<file path="config.mk">
export PLATFORM = sky130hd
export DESIGN_NAME = watchdog_interval_timer
export DESIGN_NICKNAME = d
export VERILOG_FILES = /design/src/logic/wdt_pkg.sv /design/src/logic/watchdog_interval_timer.sv
export SDC_FILE = /design/constraint.sdc
export NUM_CORES = 1
export LEC_CHECK = 0
export BUFFER_PORTS_ARGS = -buffer_cell sky130_fd_sc_hd__buf_2
export CORE_UTILIZATION = 45
export DETAILED_ROUTE_END_ITERATION = 10
export PLACE_DENSITY = 0.69
export SLEW_MARGIN = 20
export SYNTH_ARGS = -nofsm -noshare
export SYNTH_HDL_FRONTEND = slang
export SYNTH_SLANG_ARGS = --single-unit
export TNS_END_PERCENT = 30
</file>
<file path="constraint.sdc">
create_clock -name sys_clk -period 2.18 [get_ports sys_clk]
set_input_delay 0.109 -clock sys_clk [delete_from_list [all_inputs] [get_ports sys_clk]]
set_output_delay 0.109 -clock sys_clk [all_outputs]
set_load 0.005 [all_outputs]
</file>
<file path="src/logic/wdt_pkg.sv">
// constants for the watchdog / interval timer
package wdt_pkg;
   // ----------------------------------------
   // register addresses (bits 27..24 and 8..0 decoded)
   // ----------------------------------------
   localparam logic [27:0] ADDR_CTRL_STATUS = 28'h5ffffb8;
   localparam logic [27:0] ADDR_COUNT       = 28'h5ffffb9;
   localparam logic [27:0] ADDR_RESET_CTRL  = 28'h5ffffba;
   localparam logic [27:0] ADDR_RESET_RD    = 28'h5ffffbb;
   localparam logic [27:0] ADDR_MASK        = 28'hf0001ff;
   // ----------------------------------------
   // write keys
   // ----------------------------------------
   localparam logic [7:0] KEY_COUNT  = 8'h5a;
   localparam logic [7:0] KEY_CTRL   = 8'ha5;
   localparam logic [7:0] CLEAR_DATA = 8'h00;
   // ----------------------------------------
   // field positions
   // ----------------------------------------
   localparam int BIT_FLAG   = 7;
   localparam int BIT_MODE   = 6;
   localparam int BIT_ENABLE = 5;
   localparam int BIT_CHIP_RESET_ENABLE   = 6;
   localparam int BIT_RESET_TYPE_SELECT   = 5;
   // ----------------------------------------
   // reset values
   // ----------------------------------------
   localparam logic [7:0] CTRL_RESET  = 8'h18;
   localparam logic [7:0] COUNT_RESET = 8'h00;
   localparam logic [7:0] RCTRL_RESET = 8'h1f;
   localparam logic [7:0] CTRL_RSVD   = 8'h18;
   localparam logic [7:0] RCTRL_RSVD  = 8'h1f;
   // ----------------------------------------
   // timing
   // ----------------------------------------
   localparam int CLK_NS         = 100;
   localparam int OVF_OUT_CYCLES = 128;
   localparam int CHIP_RST_CYCLES = 512;
   localparam logic [9:0] OVF_OUT_CNT  = 10'(OVF_OUT_CYCLES - 1);
   localparam logic [9:0] CHIP_RST_CNT = 10'(CHIP_RST_CYCLES - 1);
   localparam int PRESC_W = 13;
endpackage : wdt_pkg

</file>
<file path="src/logic/watchdog_interval_timer.sv">
// watchdog and interval timer with keyed register writes
//
// Operation
// - 8-bit up-counter increments on selected prescaler pulse while enabled
// - wrap from ff to 00 raises overflow output or interrupt by mode
// - counter cleared on reset and while disabled; held through standby
// - control bits 7..5 cleared on reset and standby; clock select only reset
// - interval flag set on wrap in interval mode; cleared by read-1 then write-0
// - mode 0 requests interval interrupt; mode 1 drives overflow output
// - enable 0 holds counter at zero; enable 1 counts and signals overflow
// - reserved bits read as one; software writes ones
// - clock select picks divide by 2,64,128,256,512,1024,4096,8192
// - reset control loads 1f on pin reset and standby, not on own reset
// - watchdog flag set on wrap in watchdog mode; read-1 then write-0 clears
// - chip reset enable issues internal reset; otherwise counter and control reset
// - reset type select: 0 power-on, 1 manual
// - registers written only by 16-bit word writes
// - registers read by byte transfers
// - decoder compares address bits 27..24 and 8..0 only
// - keyed word write loads counter (5a) or control (a5)
// - reset control: a5/00 clears flag; 5a loads enable and type bits
// - overflow output asserted 128 cycles on watchdog overflow
// - internal chip reset held 512 cycles
`timescale 1ns/1ns
`default_nettype none
module watchdog_interval_timer
   import wdt_pkg::*;
(
   // clock and resets
   input  wire logic        sys_clk,
   input  wire logic        rst_b,
   input  wire logic        standby,
   // cpu bus
   input  wire logic [27:0] busAddr,
   input  wire logic        busWrite,
   input  wire logic        busRead,
   input  wire logic [1:0]  busSize,
   input  wire logic [15:0] busWdata,
   output logic      [7:0]  busRdata_q,
   // events
   output logic             overflow_out_n,
   output logic             interval_interrupt,
   output logic             chipReset_q,
   output logic             chipResetManual_q
);

   // ----------------------------------------
   // helpers
   // ----------------------------------------
   function automatic logic hit(input logic [27:0] a, input logic [27:0] r);
      hit = ((a ^ r) & ADDR_MASK) == 28'h0000000;
   endfunction : hit

   localparam logic [1:0] SZ_BYTE = 2'h0;
   localparam logic [1:0] SZ_WORD = 2'h1;

   logic [7:0]  count_reg_q;
   logic        flagOvf_q;
   logic        mode_q;
   logic        enable_q;
   logic [2:0]  clkSel_q;
   logic        flagWovf_q;
   logic        chip_reset_enable_q;
   logic        reset_type_select_q;
   logic        ovfRead_q;
   logic        wovfRead_q;
   logic [PRESC_W-1:0] presc_q;
   logic [PRESC_W-1:0] prescPrev_q;
   logic [9:0]  ovfCnt_q;
   logic [9:0]  rstCnt_q;
   logic        ownReset_q;

   // ----------------------------------------
   // bus decode
   // ----------------------------------------
   logic wrWord;
   logic rdByte;
   logic wrCount;
   logic wrCtrl;
   logic wrRClear;
   logic wrRBits;
   logic rdCtrl;
   logic rdRctrl;
   assign wrWord   = busWrite && busSize == SZ_WORD;
   assign rdByte   = busRead && busSize == SZ_BYTE;
   assign wrCount  = wrWord && hit(busAddr, ADDR_COUNT & ~28'h1)
                     && busWdata[15:8] == KEY_COUNT;
   assign wrCtrl   = wrWord && hit(busAddr, ADDR_CTRL_STATUS)
                     && busWdata[15:8] == KEY_CTRL;
   assign wrRClear = wrWord && hit(busAddr, ADDR_RESET_CTRL)
                     && busWdata[15:8] == KEY_CTRL
                     && busWdata[7:0] == CLEAR_DATA;
   assign wrRBits  = wrWord && hit(busAddr, ADDR_RESET_CTRL)
                     && busWdata[15:8] == KEY_COUNT;
   assign rdCtrl   = rdByte && hit(busAddr, ADDR_CTRL_STATUS);
   assign rdRctrl  = rdByte && hit(busAddr, ADDR_RESET_RD);

   // ----------------------------------------
   // prescaler and tick
   // ----------------------------------------
   // free running; a tick is a rising edge of the selected tap
   logic [3:0] tap;
   logic       tick;
   always_comb
   begin
      unique case (clkSel_q)
         3'h0: tap = 4'h0;
         3'h1: tap = 4'h5;
         3'h2: tap = 4'h6;
         3'h3: tap = 4'h7;
         3'h4: tap = 4'h8;
         3'h5: tap = 4'h9;
         3'h6: tap = 4'hb;
         3'h7: tap = 4'hc;
      endcase
   end
   assign tick = presc_q[tap] && !prescPrev_q[tap];

   always_ff @(posedge sys_clk)
   begin
      if (!rst_b)
      begin
         presc_q     <= '0;
         prescPrev_q <= '0;
      end
      else
      begin
         presc_q     <= presc_q + 1'b1;
         prescPrev_q <= presc_q;
      end
   end

   logic wrap;
   assign wrap = enable_q && tick && count_reg_q == 8'hff && !wrCount;

   // ----------------------------------------
   // counter
   // ----------------------------------------
   // a write wins over a coincident increment
   always_ff @(posedge sys_clk)
   begin
      if (!rst_b || ownReset_q)
         count_reg_q <= COUNT_RESET;
      else if (standby)
         count_reg_q <= count_reg_q;
      else if (wrCount)
         count_reg_q <= busWdata[7:0];
      else if (!enable_q)
         count_reg_q <= COUNT_RESET;
      else if (tick)
         count_reg_q <= count_reg_q + 8'h01;
   end

   // ----------------------------------------
   // control/status
   // ----------------------------------------
   always_ff @(posedge sys_clk)
   begin
      if (!rst_b || ownReset_q)
      begin
         flagOvf_q <= 1'b0;
         mode_q    <= 1'b0;
         enable_q  <= 1'b0;
         clkSel_q  <= CTRL_RESET[2:0];
         ovfRead_q <= 1'b0;
      end
      else if (standby)
      begin
         flagOvf_q <= 1'b0;
         mode_q    <= 1'b0;
         enable_q  <= 1'b0;
         ovfRead_q <= 1'b0;
      end
      else
      begin
         if (rdCtrl && flagOvf_q)
            ovfRead_q <= 1'b1;
         if (wrap && !mode_q)
            flagOvf_q <= 1'b1; // set wins over clear
         else if (wrCtrl && !busWdata[BIT_FLAG] && ovfRead_q)
         begin
            flagOvf_q <= 1'b0;
            ovfRead_q <= 1'b0;
         end
         if (wrCtrl)
         begin
            mode_q   <= busWdata[BIT_MODE];
            enable_q <= busWdata[BIT_ENABLE];
            clkSel_q <= busWdata[2:0];
         end
      end
   end

   // ----------------------------------------
   // reset control/status
   // ----------------------------------------
   // untouched by the block's own chip reset
   always_ff @(posedge sys_clk)
   begin
      if (!rst_b || standby)
      begin
         flagWovf_q <= RCTRL_RESET[BIT_FLAG];
         chip_reset_enable_q     <= RCTRL_RESET[BIT_CHIP_RESET_ENABLE];
         reset_type_select_q     <= RCTRL_RESET[BIT_RESET_TYPE_SELECT];
         wovfRead_q <= 1'b0;
      end
      else
      begin
         if (rdRctrl && flagWovf_q)
            wovfRead_q <= 1'b1;
         if (wrap && mode_q)
            flagWovf_q <= 1'b1;
         else if (wrRClear && wovfRead_q)
         begin
            flagWovf_q <= 1'b0;
            wovfRead_q <= 1'b0;
         end
         if (wrRBits)
         begin
            chip_reset_enable_q <= busWdata[BIT_CHIP_RESET_ENABLE];
            reset_type_select_q <= busWdata[BIT_RESET_TYPE_SELECT];
         end
      end
   end

   // ----------------------------------------
   // overflow output and chip reset pulses
   // ----------------------------------------
   always_ff @(posedge sys_clk)
   begin
      if (!rst_b)
      begin
         ovfCnt_q       <= '0;
         overflow_out_n <= 1'b1;
      end
      else if (wrap && mode_q)
      begin
         ovfCnt_q       <= OVF_OUT_CNT;
         overflow_out_n <= 1'b0;
      end
      else if (ovfCnt_q != 10'h000)
         ovfCnt_q <= ovfCnt_q - 10'h001;
      else
         overflow_out_n <= 1'b1;
   end

   always_ff @(posedge sys_clk)
   begin
      if (!rst_b)
      begin
         rstCnt_q          <= '0;
         chipReset_q       <= 1'b0;
         chipResetManual_q <= 1'b0;
         ownReset_q        <= 1'b0;
      end
      else
      begin
         // one-cycle local clear of counter and control when not resetting chip
         ownReset_q <= wrap && mode_q && !chip_reset_enable_q;
         if (wrap && mode_q && chip_reset_enable_q)
         begin
            rstCnt_q          <= CHIP_RST_CNT;
            chipReset_q       <= 1'b1;
            chipResetManual_q <= reset_type_select_q;
         end
         else if (rstCnt_q != 10'h000)
            rstCnt_q <= rstCnt_q - 10'h001;
         else
            chipReset_q <= 1'b0;
      end
   end

   always_ff @(posedge sys_clk)
   begin
      if (!rst_b)
         interval_interrupt <= 1'b0;
      else
         interval_interrupt <= flagOvf_q || (wrap && !mode_q);
   end

   // ----------------------------------------
   // read data
   // ----------------------------------------
   always_ff @(posedge sys_clk)
   begin
      if (!rst_b)
         busRdata_q <= 8'h00;
      else if (rdCtrl)
         busRdata_q <= {flagOvf_q, mode_q, enable_q, 2'b00, clkSel_q}
                       | CTRL_RSVD;
      else if (rdByte && hit(busAddr, ADDR_COUNT))
         busRdata_q <= count_reg_q;
      else if (rdRctrl)
         busRdata_q <= {flagWovf_q, chip_reset_enable_q, reset_type_select_q, 5'h00} | RCTRL_RSVD;
      else
         busRdata_q <= 8'h00;
   end

endmodule : watchdog_interval_timer
`default_nettype wire

</file>
=== Word-level counts from Yosys, hierarchy flattened ===
Memory sizes are Yosys's and may differ from the RTL's. A register that Yosys moved wholly into a read port is not among the register bits.
Index checks and enable logic that the tools add are counted.

* Register bits after elaboration: 78
* Memory bits (read-only): 32
* Input port bits: 51
* Output and inout bits: 12
* Logic and storage cells: 122
* Memories: 1

{| class="wikitable"
|+ Memories
! memory !! words !! width !! rd ports !! clocked after memory_dff !! write ports !! RTL line !! source
|-
| (name not given) || 8 || 4 || 1 || 1 || 0 || watchdog_interval_timer.sv:106 || <nowiki>unique case (clkSel_q)</nowiki>
|}

* Add/sub/neg operators: 4
* $lt $le $gt $ge: 1
* Eq/ne operators: 7
* Mux-type cells: 30
* Bitwise logic cells: 6
* Reductions and logical operators: 51

{| class="wikitable"
|+ Operator list
! operator !! count
|-
| 28-bit zero test || 4
|-
| 8-bit 2-to-1 mux || 6
|-
| 23-bit inverter || 2
|-
| 1-bit logical AND || 25
|-
| 24-bit inverter || 1
|-
| 22-bit inverter || 1
|-
| 10-bit nonzero test || 2
|-
| 10-bit by 1-bit subtractor with 10-bit output, second input constant || 2
|-
| 9-bit 2-to-1 mux || 2
|-
| 8-bit == test, second input constant || 2
|-
| 1-bit 2-to-1 mux || 16
|-
| 7-bit 2-to-1 mux || 2
|-
| 13-bit by 1-bit adder with 13-bit output, second input constant || 1
|-
| 8-bit by 1-bit adder with 8-bit output, second input constant || 1
|-
| 1-bit binary-select mux with 4-bit select || 2
|-
| 8-bit by 7-bit == test with 1-bit output, second input constant || 1
|-
| 8-bit zero test || 1
|-
| 2-bit nonzero test || 4
|-
| 1-bit zero test || 6
|-
| 3-bit 2-to-1 mux || 2
|-
| 2-bit OR reduction || 3
|-
| 4-bit by 5-bit < comparator with 1-bit output, second input constant || 1
|-
| 2-bit inequality test, second input constant || 2
|-
| 2-bit AND reduction || 2
|-
| 5 further kinds || 8
|}

=== Depth between registers and ports, before layout ===
Gate-level depths: netlist of run 1.

* Depth in word-level cells: 10
* Mapped depth: 9
* Depth with buffers taken out: 8

=== Worst setup path after synthesis of run 1 ===
Ideal clock, no wire load.

* Path kind: reg2reg
* From: register tap[0] (netlist name)
* To: register count_reg_q[0]
* Library setup time: 0.117 ns
* Arrival time: 2.087 ns
* Data required time: 2.063 ns
* Slack: -0.024 ns
* Stages on the path, launching flop included: 10
* Buffers on the path: 3
* Clock period less this slack: 2.204 ns
* Cell sequence: dfxtp_1 buf_6 or3b_4 o2111ai_2 nand4_2 or3_1 buf_2 o21a_1 buf_6 a32o_1

* Word-level cells in the longest chain between the ends: 6
* Elaborated cells on any way between the ends: 8
* Those cells by class: eq/ne: 1; mux: 4; reduce/logical: 3

{| class="wikitable"
|+ Ends and longest elaborated chain
! what !! RTL line !! source
|-
| 1-bit binary-select mux with 4-bit select || watchdog_interval_timer.sv:117 || <nowiki>assign tick = presc_q[tap] && !prescPrev_q[tap];</nowiki>
|-
| 1-bit 2-to-1 mux (not written as such) || watchdog_interval_timer.sv:117 ||
|-
| 1-bit zero test || watchdog_interval_timer.sv:117 ||
|-
| 1-bit logical AND * || watchdog_interval_timer.sv:117 ||
|-
| 3-bit by 1-bit inequality test with 1-bit output (no line) * || -- ||
|-
| 2-bit AND reduction (no line) * || -- ||
|-
| end signal, assigned || watchdog_interval_timer.sv:145 || <nowiki>count_reg_q <= count_reg_q;</nowiki>
|-
| end signal, assigned || watchdog_interval_timer.sv:147 || <nowiki>count_reg_q <= busWdata[7:0];</nowiki>
|-
| end signal, assigned || watchdog_interval_timer.sv:151 || <nowiki>count_reg_q <= count_reg_q + 8'h01;</nowiki>
|-
| end, declared || watchdog_interval_timer.sv:57 || <nowiki>logic [7:0] count_reg_q;</nowiki>
|}

Mark *: on every way between the ends. The rest lies on a longest branch, timed or not. The select of a mux whose other input is x is not followed.
A chain may end at the register's enable or synchronous reset.

=== Final worst setup path of run 1 ===
* From: register tap[0] (netlist name)
* To: register count_reg_q[0]

* Word-level cells in the longest chain between the ends: 6
* Elaborated cells on any way between the ends: 8
* Those cells by class: eq/ne: 1; mux: 4; reduce/logical: 3

{| class="wikitable"
|+ Ends and longest elaborated chain
! what !! RTL line
|-
| 1-bit binary-select mux with 4-bit select || watchdog_interval_timer.sv:117
|-
| 1-bit 2-to-1 mux (not written as such) || watchdog_interval_timer.sv:117
|-
| 1-bit zero test || watchdog_interval_timer.sv:117
|-
| 1-bit logical AND * || watchdog_interval_timer.sv:117
|-
| 3-bit by 1-bit inequality test with 1-bit output (no line) * || --
|-
| 2-bit AND reduction (no line) * || --
|}

Marks and branches as above.

==> results of run 1 <==
per-layer routing:
metal	vias up	share of wire, %	GRT usage [%]	wire length [um]
met2	132	48	39.29	4907
li1	1775	-	-	-
met1	1693	44	29.17	4508
met4	0	2.3	8.582	239
met3	23	5.5	5.981	558
met5	-	0	0	0
power by group:
| part | internal [mW] | switching [mW] | total, mW | leakage (nW) |
|---|---|---|---|---|
| clock network | 0.714 | 0.597 | 1.31 | 0.116 |
| logic | 0.488 | 0.538 | 1.03 | 1.16 |
| registers | 1.63 | 0.124 | 1.75 | 0.667 |
| total | 2.83 | 1.26 | 4.09 | 1.94 |
final timing paths:
path	startpoint	to	cells after the start
min reg2reg	chipReset_q$_SDFFE_PN0P_	chipReset_q$_SDFFE_PN0P_	2
max reg2reg	tap[0]$_DFF_P_	count_reg_q[0]$_SDFFE_PP0P_	7
max	tap[0]$_DFF_P_	count_reg_q[0]$_SDFFE_PP0P_	7
min	busWdata[1]	clkSel_q[1]$_SDFFE_PP0N_	3
cell usage in the layout, fill, tap and decap left out, types with 4 or more instances in the layout:
| master | synthesis | final |
|---|---|---|
| sky130_fd_sc_hd__mux2i_1 | 9 | 9 |
| sky130_fd_sc_hd__dfxtp_1 | 82 | 78 |
| sky130_fd_sc_hd__ha_1 | 7 | 7 |
| sky130_fd_sc_hd__nand3_1 | 23 | 23 |
| sky130_fd_sc_hd__a21oi_2 | 9 | 9 |
| sky130_fd_sc_hd__buf_4 | 0 | 48 |
| sky130_fd_sc_hd__nor2b_1 | 6 | 6 |
| sky130_fd_sc_hd__nor3b_1 | 9 | 7 |
| sky130_fd_sc_hd__nor3_1 | 14 | 13 |
| sky130_fd_sc_hd__xnor2_1 | 13 | 13 |
| sky130_fd_sc_hd__inv_1 | 15 | 15 |
| sky130_fd_sc_hd__xor2_1 | 10 | 10 |
| sky130_fd_sc_hd__and2_1 | 14 | 14 |
| sky130_fd_sc_hd__nand2_1 | 33 | 32 |
| sky130_fd_sc_hd__o21ai_0 | 10 | 10 |
| sky130_fd_sc_hd__or2_2 | 4 | 4 |
| sky130_fd_sc_hd__dfxtp_2 | 0 | 4 |
| sky130_fd_sc_hd__buf_2 | 3 | 47 |
| sky130_fd_sc_hd__nor4bb_1 | 7 | 7 |
| sky130_fd_sc_hd__nand2b_1 | 8 | 8 |
| sky130_fd_sc_hd__nand4b_1 | 8 | 8 |
| sky130_fd_sc_hd__nor2_1 | 46 | 46 |
| sky130_fd_sc_hd__nor4_1 | 12 | 10 |
| sky130_fd_sc_hd__a21oi_1 | 26 | 26 |
| sky130_fd_sc_hd__clkbuf_8 | 0 | 11 |
flip-flops by register name, summed over array words and instances (netlist names):
| signal | cells |
|---|---|
| chipResetManual_q | 1 |
| enable_q | 1 |
| chipReset_q | 1 |
| reset_type_select_q | 1 |
| presc_q | 13 |
| ovfRead_q | 1 |
| tap | 4 |
| interval_interrupt | 1 |
| ovfCnt_q | 10 |
| rstCnt_q | 10 |
| wovfRead_q | 1 |
| flagWovf_q | 1 |
| ownReset_q | 1 |
| clkSel_q | 3 |
| overflow_out_n | 1 |
| count_reg_q | 8 |
| busRdata_q | 8 |
| prescPrev_q | 13 |
| flagOvf_q | 1 |
| chip_reset_enable_q | 1 |
| mode_q | 1 |
logic make-up (layout without fill, tap and decap cells):
group | after synthesis | count (layout) | synth area share (%)
AO/OA/AOI/OAI | 77 | 77 | 14.41
XOR/XNOR | 23 | 23 | 5.122
adder cells (fa/ha/maj) | 7 | 7 | 2.227
buffers and inverters | 33 | 129 | 3.818
flip-flops | 82 | 82 | 41.74
multiplexers | 12 | 12 | 3.150
AND/OR/NAND/NOR | 209 | 209 | 29.53
synthesized netlist by cell type, types with 4 or more instances:
library cell / count / area [um2]
sky130_fd_sc_hd__nor3_1: 14 / 70.07
sky130_fd_sc_hd__nor2_1: 46 / 172.7
sky130_fd_sc_hd__xnor2_1: 13 / 113.9
sky130_fd_sc_hd__nand3_1: 23 / 115.1
sky130_fd_sc_hd__clkbuf_1: 10 / 37.54
sky130_fd_sc_hd__nor3b_1: 9 / 67.56
sky130_fd_sc_hd__inv_1: 15 / 56.30
sky130_fd_sc_hd__nand4b_1: 8 / 70.07
sky130_fd_sc_hd__nor4bb_1: 7 / 70.07
sky130_fd_sc_hd__nand2_1: 33 / 123.9
sky130_fd_sc_hd__o21a_1: 4 / 30.03
sky130_fd_sc_hd__a21oi_1: 26 / 130.1
sky130_fd_sc_hd__dfxtp_1: 82 / 1642
sky130_fd_sc_hd__nand2b_1: 8 / 50.05
sky130_fd_sc_hd__nor2b_1: 6 / 37.54
sky130_fd_sc_hd__nor4_1: 12 / 75.07
sky130_fd_sc_hd__o21ai_0: 10 / 50.05
sky130_fd_sc_hd__mux2i_1: 9 / 90.09
sky130_fd_sc_hd__a21oi_2: 9 / 78.83
sky130_fd_sc_hd__or3_1: 4 / 25.02
sky130_fd_sc_hd__xor2_1: 10 / 87.58
sky130_fd_sc_hd__and2_1: 14 / 87.58
sky130_fd_sc_hd__ha_1: 7 / 87.58
sky130_fd_sc_hd__or4_1: 5 / 37.54
sky130_fd_sc_hd__or2_2: 4 / 25.02
per-stage QoR:
step	std cells	hold slack (ns)	total power, mW
finish	644	0.03698	4.092
global placement	629	0.4149	2.734
global route	644	0.03844	4.316
floorplan	443	0.2307	2.534
detailed placement	629	0.4181	2.790
CTS	645	0.02955	4.086
tightest hold or removal path: stages:
cell and delay, ns:
sky130_fd_sc_hd__buf_2 0.12, sky130_fd_sc_hd__nand2_1 0.07, sky130_fd_sc_hd__a21oi_1 0.06
area by class of cell:
cell class	count	area share [%]
multi-input cells	328	45.78
clock buffers	11	3.039
flip-flops and latches	82	33.05
inverters	16	1.205
clock inverters	5	1.708
repair buffers	97	12.58
well taps	105	2.637
repair_timing:
item | CTS | global route
resized for setup | 6 | 21
hold buffers | 0 | 0
pin swaps | 0 | 9
endpoints found under the setup margin | 17 | 26
==> impl_metrics.toml, run 1 <==
[layout]
layout.area.seq_mm2 = 0.001647
combined_area_of_the_multi_input_logic_cells_mm2 = 0.002281
fillCellCount = 710
insertedDiodeCount = 0
synth_to_final_area_change_pct = 26.69
final_core_util_pct = 59.74
postLayoutCellArea_mm2 = 0.004982
nNetsFinal = 592
final_layout_size_suffix_gt1_share_pct = 29.68

[floorplanning]
ios = 63
core-area_mm2 = 0.008341
starting_utilization_of_the_core_area_pct = 47.15
die-width_um = 95.48
row_count = 33
die-area_mm2 = 0.009116
floorplan.die.height_um = 95.48

[clocking]
cts_htree_levels = 3
clk_pin_slew_worst_paths_ns = 0.09
cts_buffers = 9
clock_insertion_delay_worst_skew_ns = 0.37
cts_post_setup_buffers_inserted = 0
clkSinkCount = 82
cts_tree = "done"
cts-root-to-sink-buffers = 2
root_buffer = "sky130_fd_sc_hd__clkbuf_8"

[logic_synthesis]
netlist_area_mm2 = 0.003933
synth.yosys.seq_area_share_pct = 41.74
synth.ff_latch_count = 82
synth_flop_cell = "sky130_fd_sc_hd__dfxtp_1"
postSynthCellCount = 443
asyncSetResetFlopFracSynth_pct = 0
synth_nets = 501
synth_edf_count = 0
synth_warn = 0
ys_types = 58
syn_area_per_cell_um2 = 8.877

[setup_path]
timing.critical_path.to_type = "flop"
worst-path-max-fanout = 7
cp_cell_sequence = "or3b_4, nand4b_1, o311ai_2, buf_4, or3_4, o21a_4, a32o_1"
critical_path.slowest_cell = "sky130_fd_sc_hd__or3b_4"
critical_path.n_buffers_inverters = 1
crit_path_start_kind = "flop"
cp.required_ns = 2.44
worst-setup-path-type = "flop to flop"
cp_top_family = "simple AND/OR/NAND/NOR gates"
reg2reg_setup_slack_ns = 0.06
crit_path_max_incr_delay_ns = 0.39
worstPathArrival_ns = 2.38

[routing]
drt.antenna.violating_nets = 0
wirelength_um = 10210
routed_via_count_divided_by_cell_count = 5.626
drt_first_pass_iters = 6
detailed_route_via_count = 3623
drc_errors = 0
avg_wl_per_cell_um = 15.86
drtIter0Drc = 145

[placement]
pre_cts_ws_ns = -0.06145
gp_weighted_congestion = 0.8938
postPlaceCellArea_mm2 = 0.004627
dpl.hpwl_um = 7202
port_buffers = 47

[power_and_ir_drop]
power_density_mw_per_mm2 = 821.3
leakage_nw = 1.944
vdd_ir_drop_max_mv = 0.4764

[run]
number_of_violations_of_the_max_capacitance_limit = 0

[timing]
fin_crit_share_pct = 97.41
setup-tns-final_ns = 0
post-route-min-period_ns = 2.124
timing.slew.headroom_pct = 63.25
clock.fmax_ghz = 0.4709
finalHoldViolations = 0
worstMarginPinSlew_ns = 0.5462
setup_violations_final = 0
finalWorstSetupSlack_ns = 0.05650
fin_worst_skew_ns = 0.01264
finalMaxSlewViolations = 0

[global_route]
grt_pass1_vias = 3509
global_route.usage.total_pct = 23.53
grt_pass1_wl_um = 16460
initial_antenna_violation_count = 0
grt_overflow_total = 0
grt_start_max_net_pins = 33

[hold_path]
hold_class = "input port to flop"

[status]
result_of_the_run = "finished clean"
(Power assumes the default switching activity.)
==> inputs of run 2 (changes only) <==
HOLD_SLACK_MARGIN = 0.1   (was not set)
==> run 2 against run 1 <==
Non-clock buffer count is 7 higher. Register-to-register slack hardly changed. Sequential power hardly changed. Critical path type unchanged. Critical endpoint unchanged.
==> impl_metrics.toml, run 2 (same netlist as run 1, synthesis figures left out) <==
[status]
result_of_the_run = "finished clean"

[run]
number_of_violations_of_the_max_capacitance_limit = 0

[power_and_ir_drop]
power_density_mw_per_mm2 = 811.7
leakage_nw = 1.973
report.power.total_mw = 4.101
vdd_ir_drop_max_mv = 0.4769

[global_route]
grt_pass1_vias = 3530
global_route.usage.total_pct = 23.70
initial_antenna_violation_count = 0
grt_pass1_wl_um = 16530
grt_start_max_net_pins = 33
grt_overflow_total = 0

[timing]
setup_violations_final = 0
finalHoldViolations = 0
timing.slew.headroom_pct = 63.43
finalMaxSlewViolations = 0
fin_hold_ws_ns = 0.1102
fin_worst_skew_ns = 0.01018
clock.fmax_ghz = 0.4714
fin_crit_share_pct = 97.31
worstMarginPinSlew_ns = 0.5436
post-route-min-period_ns = 2.121

[routing]
drc_errors = 0
avg_wl_per_cell_um = 15.78
drt_first_pass_iters = 5
met3RoutedLength_um = 595
drt.antenna.violating_nets = 0
met1Wirelength_um = 4449
routed_via_count_divided_by_cell_count = 5.641
wirelength_um = 10270
detailed_route_via_count = 3672
route.top_layer_used = "met4"
met2_length_um = 4974
drtIter0Drc = 160

[floorplanning]
core-area_mm2 = 0.008341
die-width_um = 95.48
row_count = 33
ios = 63
starting_utilization_of_the_core_area_pct = 47.15
floorplan.die.height_um = 95.48
die-area_mm2 = 0.009116

[setup_path]
worstPathArrival_ns = 2.38
worst-path-max-fanout = 7
reg2reg_to = "count_reg_q[0]$_SDFFE_PP0P_"
crit_path_start_kind = "flop"
timing.rr.start = "tap[1]$_DFF_P_"
timing.critical_path.to_type = "flop"
reg2reg_setup_slack_ns = 0.06
cp.required_ns = 2.44
ff2ff_path_depth = 7
worst-setup-path-type = "flop to flop"

[layout]
final_layout_size_suffix_gt1_share_pct = 29.30
insertedDiodeCount = 0
reg_top3 = "prescPrev_q (13), presc_q (13)"
layoutNonFillerInstCount = 651
nNetsFinal = 599
synth_to_final_area_change_pct = 28.48
final_common_cell = "sky130_fd_sc_hd__dfxtp_1"
final_cell_mix = "sky130_fd_sc_hd__dfxtp_1, sky130_fd_sc_hd__buf_4, sky130_fd_sc_hd__buf_2"

[clocking]
cts-root-to-sink-buffers = 2
clock_insertion_delay_worst_skew_ns = 0.37
clk_pin_slew_worst_paths_ns = 0.09
cts_buffers = 9
cts_post_setup_buffers_inserted = 0
root_buffer = "sky130_fd_sc_hd__clkbuf_8"
clkSinkCount = 82
cts_tree = "done"
cts_htree_levels = 3

[placement]
place.detailed.instances = 629
dpl.hpwl_um = 7202
gp_weighted_congestion = 0.8938
port_buffers = 47

[hold_path]
timing.hold.worst_path_depth = 4
hold_startpoint = "busWdata[4]"
hold_end = "count_reg_q[4]$_SDFFE_PP0P_"
hold_class = "input port to flop"
==> run 2: repair_timing <==
action                                  4_1_cts  5_1_grt
gates resized for setup                       6       21
pin swaps                                     0        9
endpoints found under the setup margin       17       26
hold buffers                                  7        0
gates cloned                                  0        0
hold endpoints to repair                     10        0
==> run 2: worst max path at each step <==
stage / from / to / slack, ns
2_1_floorplan: tap[0]$_DFF_P_ / count_reg_q[0]$_SDFFE_PP0P_ / 0.03
3_3_place_gp: tap[1]$_DFF_P_ / count_reg_q[0]$_SDFFE_PP0P_ / -0.01
3_5_place_dp: busWdata[11] / tap[0]$_DFF_P_ / -0.06
4_1_cts: tap[1]$_DFF_P_ / count_reg_q[0]$_SDFFE_PP0P_ / -0.01
5_1_grt: tap[2]$_DFF_P_ / count_reg_q[7]$_SDFFE_PP0P_ / -0.02
6_report: tap[1]$_DFF_P_ / count_reg_q[0]$_SDFFE_PP0P_ / 0.06
==> run 2: layout make-up <==
| class | instances | area [um2] |
|---|---|---|
| Clock buffer | 11 | 151.4 |
| Clock inverter | 5 | 85.08 |
| Fill cell | 707 | 3288 |
| Inverter | 16 | 60.06 |
| Multi-Input combinational cell | 328 | 2281 |
| Sequential cell | 82 | 1647 |
| Tap cell | 105 | 131.4 |
| Timing Repair Buffer | 104 | 696.9 |
==> run 2: critical path, cell delays in order, from the launching register on <==
cell and delay, ns:
sky130_fd_sc_hd__dfxtp_2 0.35, sky130_fd_sc_hd__or3b_4 0.38, sky130_fd_sc_hd__nand4b_1 0.12, sky130_fd_sc_hd__o311ai_2 0.13, sky130_fd_sc_hd__buf_4 0.16, sky130_fd_sc_hd__or3_4 0.36, sky130_fd_sc_hd__o21a_4 0.28, sky130_fd_sc_hd__a32o_1 0.23
==> run 2: stage by stage <==
stage	instance area [um2]	setup WS (ns)	util (%)	setup TNS (ns)
after floorplan	3951	0.03304	-	0
after global routing	5052	-0.02383	60.58	-0.02383
after global placement	4627	-0.01080	55.48	-0.01080
final	5052	0.05874	60.58	0
after detailed placement	4627	-0.06145	55.48	-0.3508
after CTS	4961	-0.01392	59.48	-0.01435
==> run 2: metal layers <==
metal,vias up,track usage [%]
li1,1793,-
met1,1724,29.12
met2,135,39.94
met3,20,5.981
met4,0,8.582
met5,-,0
==> run 2: report_power, final <==
part | leakage, nW | total (mW) | internal (mW) | switching [mW]
clock | 0.116 | 1.31 | 0.714 | 0.595
combinational | 1.19 | 1.04 | 0.496 | 0.541
sequential | 0.667 | 1.76 | 1.63 | 0.124
total | 1.97 | 4.10 | 2.84 | 1.26
==> inputs of run 3 (changes only) <==
CORE_UTILIZATION = 60   (was 45)
PLACE_DENSITY = 0.85   (was 0.69)
SKIP_CTS_REPAIR_TIMING = 1   (was not set)
clock period = 2.5 ns   (was 2.18 ns; I/O delays follow)
==> run 3 against run 2 <==
First-iteration DRC count grew 6.9%. Critical path type unchanged. Non-clock buffer count shrank 40. Largest cell class unchanged. Wire length shrank 12%. Critical endpoint unchanged. Worst hold slack lost 0.018 ns. Sequential power shrank 13%. Clock-buffer cell count is the same. Utilization grew 9.9 points. Largest power group unchanged. Critical path depth shrank 1. Fmax shrank 8.9%. Clock power shrank 37%.
==> impl_metrics.toml, run 3 (same netlist as run 1, synthesis figures left out) <==
[timing]
fin_crit_share_pct = 93.18
rsz0062_at_grt = "false"
fin_worst_skew_ns = 0.008538
clock.fmax_ghz = 0.4293
finalWorstSetupSlack_ns = 0.1706
post-route-min-period_ns = 2.329
timing.slew.headroom_pct = 54.66
setup-tns-final_ns = 0
worstMarginPinSlew_ns = 0.6738
fin_hold_ws_ns = 0.09183
setup_violations_final = 0
finalMaxSlewViolations = 0
finalHoldViolations = 0

[routing]
routed_via_count_divided_by_cell_count = 6.086
drc_errors = 0
met3RoutedLength_um = 621
route.top_layer_used = "met4"
wirelength_um = 9076
met1Wirelength_um = 3900
met2_length_um = 4268
drtIter0Drc = 171
drt.antenna.violating_nets = 0
drt_first_pass_iters = 5
avg_wl_per_cell_um = 15.57
detailed_route_via_count = 3548

[floorplanning]
die-area_mm2 = 0.006882
core-area_mm2 = 0.006350
row_count = 29
floorplan.die.height_um = 82.96
die-width_um = 82.96
starting_utilization_of_the_core_area_pct = 61.93
ios = 63

[placement]
port_buffers = 47
pre_cts_ws_ns = 0.08880
gp_weighted_congestion = 0.9884
dpl.hpwl_um = 6359
place.detailed.instances = 565

[clocking]
clkSinkCount = 82
clk_pin_slew_worst_paths_ns = 0.08
clock_insertion_delay_worst_skew_ns = 0.36
root_buffer = "sky130_fd_sc_hd__clkbuf_8"
cts_htree_levels = 3
cts_tree = "done"
cts-root-to-sink-buffers = 2
cts_buffers = 9

[layout]
final_common_cell = "sky130_fd_sc_hd__dfxtp_1"
synth_to_final_area_change_pct = 13.74
layoutNonFillerInstCount = 583
final_cell_mix = "sky130_fd_sc_hd__dfxtp_1, sky130_fd_sc_hd__buf_2, sky130_fd_sc_hd__nor2_1"
reg_top3 = "prescPrev_q (13), presc_q (13)"
nNetsFinal = 559
final_core_util_pct = 70.44
final_layout_size_suffix_gt1_share_pct = 20.36
insertedDiodeCount = 0

[setup_path]
timing.critical_path.to_type = "flop"
worst-setup-path-type = "flop to flop"
crit_path_start_kind = "flop"
cp.required_ns = 2.75
worstPathArrival_ns = 2.58
worst-path-max-fanout = 10

[hold_path]
hold_class = "input port to flop"

[global_route]
initial_antenna_violation_count = 0
grt_overflow_total = 0
grt_pass1_vias = 3294
grt_pass1_wl_um = 14930
global_route.usage.total_pct = 26.55
grt_start_max_net_pins = 36

[power_and_ir_drop]
power_density_mw_per_mm2 = 713.1
leakage_nw = 1.686
vdd_ir_drop_max_mv = 0.4039

[run]
number_of_violations_of_the_max_capacitance_limit = 0

[status]
result_of_the_run = "finished clean"
-- run 3: cell count changes in the layout (fill, tap and decap cells not counted), sizes merged --
cell	previous run	this run
bufinv	2	0
clkinv	2	5
inv	16	15
dlygate4sd3	7	2
buf	97	62
-- run 3: metrics by stage --
stage	power, mW	instance area [um2]
after floorplan	2.209	3933
after global placement	2.346	4287
after detailed placement	2.373	4287
after CTS	3.194	4449
after global routing	3.392	4473
final	3.190	4473
-- run 3: cell type report --
type                       count  area, um2
fill                         479       1877
tap                           77      96.34
timing repair buffer          64      367.9
sequential                    82       1642
clock inverter                 5      31.28
clock buffer                  11      131.4
inverter                      16      60.06
multi-input combinational    328       2145
-- run 3: final timing paths --
| kind | depth (start not counted) | start | end | slack [ns] |
|---|---|---|---|---|
| worst max-delay path | 6 | tap[1]$_DFF_P_ | count_reg_q[0]$_SDFFE_PP0P_ | 0.17 |
| worst min-delay path | 3 | busWdata[5] | reset_type_select_q$_SDFFE_PP0P_ | 0.09 |
| worst max register to register | 6 | tap[1]$_DFF_P_ | count_reg_q[0]$_SDFFE_PP0P_ | 0.17 |
| worst min register to register | 2 | chipReset_q$_SDFFE_PN0P_ | chipReset_q$_SDFFE_PN0P_ | 0.47 |
-- run 3: critical path, cell delays in order (launching register included) --
cell and delay (ns):
sky130_fd_sc_hd__dfxtp_1 0.41, sky130_fd_sc_hd__or3b_1 0.44, sky130_fd_sc_hd__o2111ai_1 0.13, sky130_fd_sc_hd__nand4_2 0.16
sky130_fd_sc_hd__or3_1 0.48, sky130_fd_sc_hd__o21a_2 0.32, sky130_fd_sc_hd__a32o_1 0.28
-- run 3: metal layers --
metal,GRT usage [%],up-vias
met1,34.46,1654
met5,0,-
li1,-,1709
met4,10.66,0
met2,43.37,151
met3,5.368,34
-- run 3: where the power goes --
| group | internal, mW | switching [mW] | total, mW |
|---|---|---|---|
| Sequential | 1.42 | 0.105 | 1.53 |
| Combinational | 0.398 | 0.440 | 0.838 |
| Clock | 0.358 | 0.466 | 0.824 |
